<file path="src/core/lmu_pkg.sv">
// Purpose: Shared constants and types for the LED mode and user registers
// Assumes: APB with 32-bit data, one register per aligned word
// Notes: Printed offsets are not multiples of four, so they are indices
package lmu_pkg;
    localparam int ADDR_W = 8;
    localparam int NUM_PORTS = 3;
    // Register indices as printed; byte address is four times the index
    localparam logic [5:0] IDX_GCTL9 = 6'h0b;
    localparam logic [5:0] IDX_RSVD = 6'h0c;
    localparam logic [5:0] IDX_USER1 = 6'h0d;
    localparam logic [5:0] IDX_USER2 = 6'h0e;
    localparam logic [5:0] IDX_USER3 = 6'h0f;
    localparam logic [5:0] IDX_PORT_BASE = 6'h10;
    localparam logic [5:0] IDX_PORT_STRIDE = 6'h10;
    localparam logic [5:0] IDX_STATUS = 6'h3f;
    // Control register 9 field positions
    localparam int GC9_TPID_BIT = 0;
    localparam int GC9_LEDMODE_BIT = 1;
    localparam int GC9_RSVD2_BIT = 2;
    localparam int GC9_RSVD3_BIT = 3;
    localparam int GC9_TEST_BIT = 4;
    localparam int GC9_RSVD5_BIT = 5;
    localparam int GC9_PSAVE_BIT = 6;
    // Reset value with LED mode bit left clear; strap fills it in
    localparam logic [7:0] GC9_RESET = 8'h08;
    localparam logic [7:0] RSVD_RESET = 8'h00;
    localparam logic [7:0] USER_RESET = 8'h00;
    localparam logic [7:0] PORT_CTL_RESET = 8'h00;
    localparam logic [1:0] LED_SEL_00 = 2'h0;
    localparam logic [1:0] LED_SEL_01 = 2'h1;
    localparam logic [1:0] LED_SEL_10 = 2'h2;
    localparam logic [1:0] LED_SEL_11 = 2'h3;

    // Per-port link state as seen by the indicator mapper
    typedef struct packed {
        logic link;
        logic activity;
        logic speed_100;
        logic full_duplex;
        logic collision;
    } lmu_port_state_t;

    // Four indicators of one port
    typedef struct packed {
        logic three;
        logic two;
        logic one;
        logic zero;
    } lmu_leds_t;

    typedef struct packed {
        logic sel;
        logic enable;
        logic write;
        logic [ADDR_W-1:0] addr;
        logic [31:0] wdata;
    } lmu_apb_req_t;

    typedef struct packed {
        logic ready;
        logic slverr;
        logic [31:0] rdata;
    } lmu_apb_rsp_t;
endpackage : lmu_pkg

</file>
<file path="src/core/lmu_led_map.sv">
// Purpose: Maps one port's link state onto its four indicators
// Assumes: State inputs are synchronous levels, active high
// Notes: Output is registered so the pins never glitch on a mode change
`timescale 1ns/1ps
module lmu_led_map (
    input wire logic CLK,
    input wire logic RST,
    input wire logic [1:0] sel,
    input wire lmu_pkg::lmu_port_state_t state,
    output lmu_pkg::lmu_leds_t leds
);
    import lmu_pkg::*;

    lmu_leds_t leds_reg;
    lmu_leds_t leds_next;

    always_comb begin
        leds_next = '0;
        unique case (sel)
            LED_SEL_00: begin
                leds_next.two = state.link & state.activity; // RL3
                leds_next.one = state.full_duplex | state.collision; // RL3
                leds_next.zero = state.speed_100; // RL3
            end
            LED_SEL_01: begin
                leds_next.two = state.link & state.activity
                    & state.speed_100; // RL3
                leds_next.one = state.link & state.activity
                    & ~state.speed_100; // RL3
                leds_next.zero = state.full_duplex; // RL3
            end
            LED_SEL_10: begin
                leds_next.three = state.activity; // RL4
                leds_next.two = state.link; // RL4
                leds_next.one = state.full_duplex | state.collision; // RL4
                leds_next.zero = state.speed_100; // RL4
            end
            LED_SEL_11: begin
                leds_next = '0; // RL4
            end
        endcase
    end

    always_ff @(posedge CLK) begin
        if (RST) begin
            leds_reg <= '0;
        end else begin
            leds_reg <= leds_next;
        end
    end

    assign leds = leds_reg;
endmodule : lmu_led_map

</file>
<file path="src/core/lmu_regs.sv">
// Purpose: Global control 9, reserved and user bytes, per-port controls
// Assumes: APB slave, zero wait states, straps stable around reset
// Notes: Unmapped addresses read zero and answer with pslverr
// Operation
// RL1: The LED mode bit is the low LED select, loaded from its strap at reset.
// RL2: The high LED select comes only from its strap, caught at reset.
// RL3: Selections 00 and 01 drive the indicators as the two base layouts.
// RL4: Selection 10 adds an activity indicator; 11 drives nothing.
// RL5: A reserved byte at index 0x0c resets to zero and is read-only.
// RL6: Three user bytes at indices 0x0d to 0x0f are plain read/write.
// RL7: Software leaves reserved bits 3 and 2 at their reset values 1 and 0.
// RL8: Every port control register shares one layout at its own address.
// RL9: Software keeps the testing bit 4 clear in normal use.
//
// Our own choice: the APB slave port.
`timescale 1ns/1ps
module lmu_regs #(
    parameter int PORTS = lmu_pkg::NUM_PORTS
) (
    input wire logic CLK,
    input wire logic RST,
    input wire logic PSEL,
    input wire logic PENABLE,
    input wire logic PWRITE,
    input wire logic [lmu_pkg::ADDR_W-1:0] PADDR,
    input wire logic [31:0] PWDATA,
    input wire logic [3:0] PSTRB,
    output logic [31:0] PRDATA,
    output logic PREADY,
    output logic PSLVERR,
    input wire logic LED_SELECT_LOW_STRAP,
    input wire logic LED_SELECT_HIGH_STRAP,
    input wire lmu_pkg::lmu_port_state_t [PORTS-1:0] PORT_STATE,
    output lmu_pkg::lmu_leds_t [PORTS-1:0] PORT_LEDS,
    output logic [7:0] PORT_CTL [PORTS],
    output logic SPECIAL_TPID_MODE,
    output logic PHY_POWER_SAVE,
    output logic TEST_MODE
);
    import lmu_pkg::*;

    logic [7:0] gc9_reg;
    logic led_select_high_reg;
    logic [7:0] user_reg [3];
    logic [7:0] port_ctl_reg [PORTS];
    logic [31:0] rdata_reg;
    logic [31:0] rdata_next;
    logic slverr_reg;
    logic slverr_next;
    logic in_reset_reg;
    logic [5:0] idx;
    logic wr_acc;
    logic rd_acc;
    logic [1:0] led_sel;

    // Index from byte address; low two bits ignored
    assign idx = PADDR[7:2];
    assign wr_acc = PSEL & PENABLE & PWRITE & PSTRB[0];
    assign rd_acc = PSEL & PENABLE & ~PWRITE;

    // Port number owning an index, or PORTS when none
    function automatic int port_of(input logic [5:0] i);
        int p;
        p = PORTS;
        for (int k = 0; k < PORTS; k++) begin
            if (i == 6'(IDX_PORT_BASE + 6'(k) * IDX_PORT_STRIDE)) begin
                p = k;
            end
        end
        return p;
    endfunction : port_of

    function automatic logic is_mapped(input logic [5:0] i);
        return (i >= IDX_GCTL9 && i <= IDX_USER3) || i == IDX_STATUS
            || port_of(i) != PORTS;
    endfunction : is_mapped

    // Straps caught on the first clock after reset release
    always_ff @(posedge CLK) begin
        in_reset_reg <= RST;
    end

    always_ff @(posedge CLK) begin
        if (RST) begin
            gc9_reg <= GC9_RESET;
        end else if (in_reset_reg) begin
            gc9_reg[GC9_LEDMODE_BIT] <= LED_SELECT_LOW_STRAP; // RL1
        end else if (wr_acc && idx == IDX_GCTL9) begin
            // Reserved bits 7 stays zero; 3 and 2 are left to software
            gc9_reg <= {1'b0, PWDATA[6:0]}; // RL1 RL7 RL9
        end
    end

    always_ff @(posedge CLK) begin
        if (RST) begin
            led_select_high_reg <= 1'b0;
        end else if (in_reset_reg) begin
            led_select_high_reg <= LED_SELECT_HIGH_STRAP; // RL2
        end
    end

    always_ff @(posedge CLK) begin
        if (RST) begin
            user_reg <= '{default: USER_RESET};
        end else if (wr_acc && idx >= IDX_USER1 && idx <= IDX_USER3) begin
            user_reg[2'(idx - IDX_USER1)] <= PWDATA[7:0]; // RL6
        end
    end

    // Same layout per port, one decode for all copies
    always_ff @(posedge CLK) begin
        if (RST) begin
            port_ctl_reg <= '{default: PORT_CTL_RESET};
        end else if (wr_acc && port_of(idx) != PORTS) begin
            port_ctl_reg[port_of(idx)] <= PWDATA[7:0]; // RL8
        end
    end

    assign led_sel = {led_select_high_reg, gc9_reg[GC9_LEDMODE_BIT]}; // RL2

    always_comb begin
        rdata_next = '0;
        if (idx == IDX_GCTL9) begin
            rdata_next[7:0] = gc9_reg;
        end else if (idx == IDX_RSVD) begin
            rdata_next[7:0] = RSVD_RESET; // RL5
        end else if (idx >= IDX_USER1 && idx <= IDX_USER3) begin
            rdata_next[7:0] = user_reg[2'(idx - IDX_USER1)]; // RL6
        end else if (idx == IDX_STATUS) begin
            rdata_next[1:0] = led_sel;
        end else if (port_of(idx) != PORTS) begin
            rdata_next[7:0] = port_ctl_reg[port_of(idx)]; // RL8
        end
    end

    always_ff @(posedge CLK) begin
        if (RST) begin
            rdata_reg <= '0;
        end else if (PSEL && !PENABLE && !PWRITE) begin
            rdata_reg <= rdata_next;
        end
    end

    assign slverr_next = ~is_mapped(idx);

    always_ff @(posedge CLK) begin
        if (RST) begin
            slverr_reg <= 1'b0;
        end else if (PSEL && !PENABLE) begin
            slverr_reg <= slverr_next;
        end
    end

    // Zero wait states; data prepared during setup
    assign PREADY = 1'b1;
    assign PRDATA = rd_acc ? rdata_reg : '0;
    assign PSLVERR = PSEL & PENABLE & slverr_reg;

    genvar g;
    generate
        for (g = 0; g < PORTS; g++) begin : gen_port
            lmu_led_map u_map (
                .CLK(CLK),
                .RST(RST),
                .sel(led_sel),
                .state(PORT_STATE[g]),
                .leds(PORT_LEDS[g])
            );
        end
    endgenerate

    assign PORT_CTL = port_ctl_reg;
    assign SPECIAL_TPID_MODE = gc9_reg[GC9_TPID_BIT];
    assign PHY_POWER_SAVE = gc9_reg[GC9_PSAVE_BIT];
    assign TEST_MODE = gc9_reg[GC9_TEST_BIT];
endmodule : lmu_regs

</file>
<file path="config.mk">
export PLATFORM = sky130hd
export DESIGN_NAME = lmu_regs
export DESIGN_NICKNAME = d
export VERILOG_FILES = /design/src/core/lmu_pkg.sv /design/src/core/lmu_led_map.sv /design/src/core/lmu_regs.sv
export SDC_FILE = /design/constraint.sdc
export NUM_CORES = 1
export LEC_CHECK = 0
export BUFFER_PORTS_ARGS = -buffer_cell sky130_fd_sc_hd__buf_2
export CAP_MARGIN = 25
export CORE_MARGIN = 3
export CORE_UTILIZATION = 54
export CTS_BUF_LIST = sky130_fd_sc_hd__clkbuf_4 sky130_fd_sc_hd__clkbuf_8 sky130_fd_sc_hd__clkbuf_16
export DETAILED_ROUTE_END_ITERATION = 6
export PLACE_DENSITY_LB_ADDON = 0.3
export SYNTH_ARGS = -nofsm -noshare
export SYNTH_HDL_FRONTEND = slang
export SYNTH_SLANG_ARGS = --single-unit
export TNS_END_PERCENT = 30
</file>
<file path="constraint.sdc">
create_clock -name CLK -period 3.57 [get_ports CLK]
set_input_delay 0.357 -clock CLK [delete_from_list [all_inputs] [get_ports CLK]]
set_output_delay 0.357 -clock CLK [all_outputs]
set_load 0.05 [all_outputs]
</file>
==> flow_metrics.tcl <==
set metrics [dict create \
    dr.pass1.iters 4 \
    clockPowerShare_pct 38.8 \
    cp_slowest_stage_delay_ns 0.60 \
    peakVddDrop_mv 0.260 \
    track_usage_pct 22.4 \
    setup_viol_count_final 0 \
    worstMarginPinSlew_ns 0.774 \
    cts_buffers 9 \
    cp_top_family "compound AO/OA/AOI/OAI gates" \
    p_per_area_nw_per_um2 418 \
    syn_area_um2 3830 \
    cts_sinks 78 \
    crit_fanout 9 \
    r2r_end "rdata_reg[6]" \
    worstPathArrival_ns 2.49 \
    start_kind "input port" \
    status "complete, no violations" \
    dieArea_um2 8130 \
    timing.rr.start "PORT_CTL[22]" \
    path_cells "buf_2, inv_1, ha_1, nor2b_1, o2bb2ai_1, a22oi_1, a211oi_1" \
    synth_ff_type "dfxtp_1" \
    cts_resized 0 \
    die_x_um 90.2 \
    synth.top_cell.area_share_pct 40.8 \
    pwr-share-comb_pct 12.4 \
    multi_input_area_um2 2020 \
    vias 3123 \
    endpoint_kind "flop" \
    clk_pin_slew_worst_paths_ns 0.08 \
    wire_per_inst_um 16.0 \
    min_period_ns 2.23 \
    p_sw_share_pct 27.5 \
    critPathSlowestCell "ha_1" \
    path_class "in -> reg" \
    drive_gt1_share_pct 25.0 \
    p_switching_mw 0.503 \
    yosys_warnings 0 \
    synth.distinct_cells 50 \
    fmax_mhz 449 \
    rsz0062_at_grt "false" \
    min_period_over_period_pct 62.4 \
    grt_pass1_vias 2884 \
    synth-seq-cells 78 \
    via_per_inst 5.46 \
    gp_congestion 0.849 \
    final_cells 572 \
    syn_to_final_growth_pct 14.3 \
    async_flop_share_pct 0 \
    grt_pass1_wl_mm 14.7 \
    p_int_mw 1.33 \
    antenna_found_initial 1 \
    r2r_slack_ns 2.21 \
    min_from "PORT_STATE[3]" \
    grt_max_degree 41 \
    diodes 0 \
    boundaryPins 139 \
    finalSetupTns_ns 0 \
    drc_errors 0 \
    clk_latency_ns 0.35 \
    port_buffers 84 \
    worstHoldPathType "in -> reg" \
    synth_edf_count 0 \
    hold_viol_final 0 \
    avgSynthCellArea_um2 9.52 \
    critPathBufInv 2 \
    nets 543 \
    ant_nets 0 \
    cts_setup_buffers 0 \
    rows 30 \
    whs_endpoint "gen_port[0].u_map.leds[3]" \
    cp.required_ns 3.84 \
    initial_core_util_pct 56.0 \
    core_region_area_um2 6830 \
    clock_tree.buffer_depth 2 \
    min_path_cells 2 \
    seq_power_share_pct 48.8 \
    htree_num_levels 3 \
    maxCapViolCount 0 \
    yosys.area.top_type "dfxtp_1" \
    netlist_instances 402 \
    leakagePower_nw 2.10 \
    first_iter_violations 203 \
    report.final.slew_viol_count 0 \
    hpwl_mm 6.65 \
    synth-seq-area-share_pct 40.8 \
    routed_wl_mm 9.14 \
    cts_tree "yes" \
    regArea_um2 1560 \
    ctsRootBufferMaster "clkbuf_8" \
    dp.cells 556 \
    fillCellCount 592 \
    fin_skew_ns 0.00948 \
    die_h_um 90.2 \
    cts-hold-fix-buffers 0 \
    timing.slew.headroom_pct 48.4 \
    overflow 0 \
    synthTopCellsByArea "dfxtp_1 41%, mux2i_1 15%, nor2_1 7.1%, buf_4 4.9%, mux2_2 3.2%" \
    rr_worst_depth 4 \
]
routing by layer:
metal	up-vias	global-route usage [%]	part of all wire, %	routed length, um
met2	101	35.5	47	4320
met4	2	6.76	1.1	98
met3	11	5.77	6.8	623
met5	-	0	0.077	7
li1	1507	-	-	-
met1	1502	30.1	45	4090
layout by cell type, fill, tap and decap left out, types with 8 or more instances in the layout:
master,n
and2_1,13
buf_2,84
inv_1,8
mux2i_1,59
dfxtp_1,78
nor2_1,72
clkbuf_8,9
a211oi_1,8
conb_1,25
mux2_2,11
Yosys cell counts, types with 5 or more instances:
cell	instances
a22oi_1	7
clkbuf_1	12
dfxtp_1	78
nand2_1	7
nand3_1	7
nor2_1	72
ha_1	6
inv_1	8
buf_4	25
o2bb2ai_1	5
o21ai_0	6
and2_1	13
buf_2	10
mux2i_1	59
a21oi_1	5
a22o_1	7
a211oi_1	8
mux2_2	11
metrics by stage:
stage	cell area [um^2]	hold WS [ns]	util, %	total power, mW	setup WS, ns
final	4370	0.242	64.0	1.83	1.34
after global routing	4370	0.245	64.0	1.90	1.19
after CTS	4370	0.223	64.0	1.84	1.34
after detailed placement	4160	0.452	60.9	1.14	0.956
after global placement	4160	0.442	60.9	1.14	1.05
after floorplan	3910	0.385	-	1.10	1.75
cells by family (layout without fill, tap and decap cells):
logic type      count (synthesis)  count (layout)  share of synthesized area, %
buf+inv                        58             109                          8.66
flops                          78              78                          40.8
compound gates                 61              61                          12.8
simple gates                  126             126                          16.5
fa+ha+maj                       6               6                          1.96
mux                            71              71                          19.1
other cells                     2              25                         0.196
worst max path at each step:
stage               startpoint            to  cells past startpoint
floorplan             PADDR[2]  rdata_reg[7]                      8
global placement      PADDR[2]  rdata_reg[5]                      7
detailed placement    PADDR[2]  rdata_reg[5]                      7
CTS                   PADDR[2]  rdata_reg[5]                      7
global route          PADDR[2]  rdata_reg[5]                      7
finish                PADDR[2]  rdata_reg[5]                      7
final cells by class:
class / instances / share of cell area (%)
Multi-Input combinational cell: 289 / 46.2
Sequential cell: 78 / 35.7
Timing Repair Buffer: 85 / 9.79
Clock buffer: 9 / 2.83
Tap cell: 96 / 2.75
Clock inverter: 7 / 2.03
Inverter: 8 / 0.687
power by group through the flow:
stage / clock network (mW) / logic [mW] / registers (mW)
global placement: 0 / 0.223 / 0.913
finish: 0.709 / 0.227 / 0.893
global route: 0.762 / 0.242 / 0.895
floorplan: 0 / 0.165 / 0.936
detailed placement: 0 / 0.225 / 0.913
CTS: 0.726 / 0.226 / 0.892
Note: power is estimated with default switching activity, not from simulation.
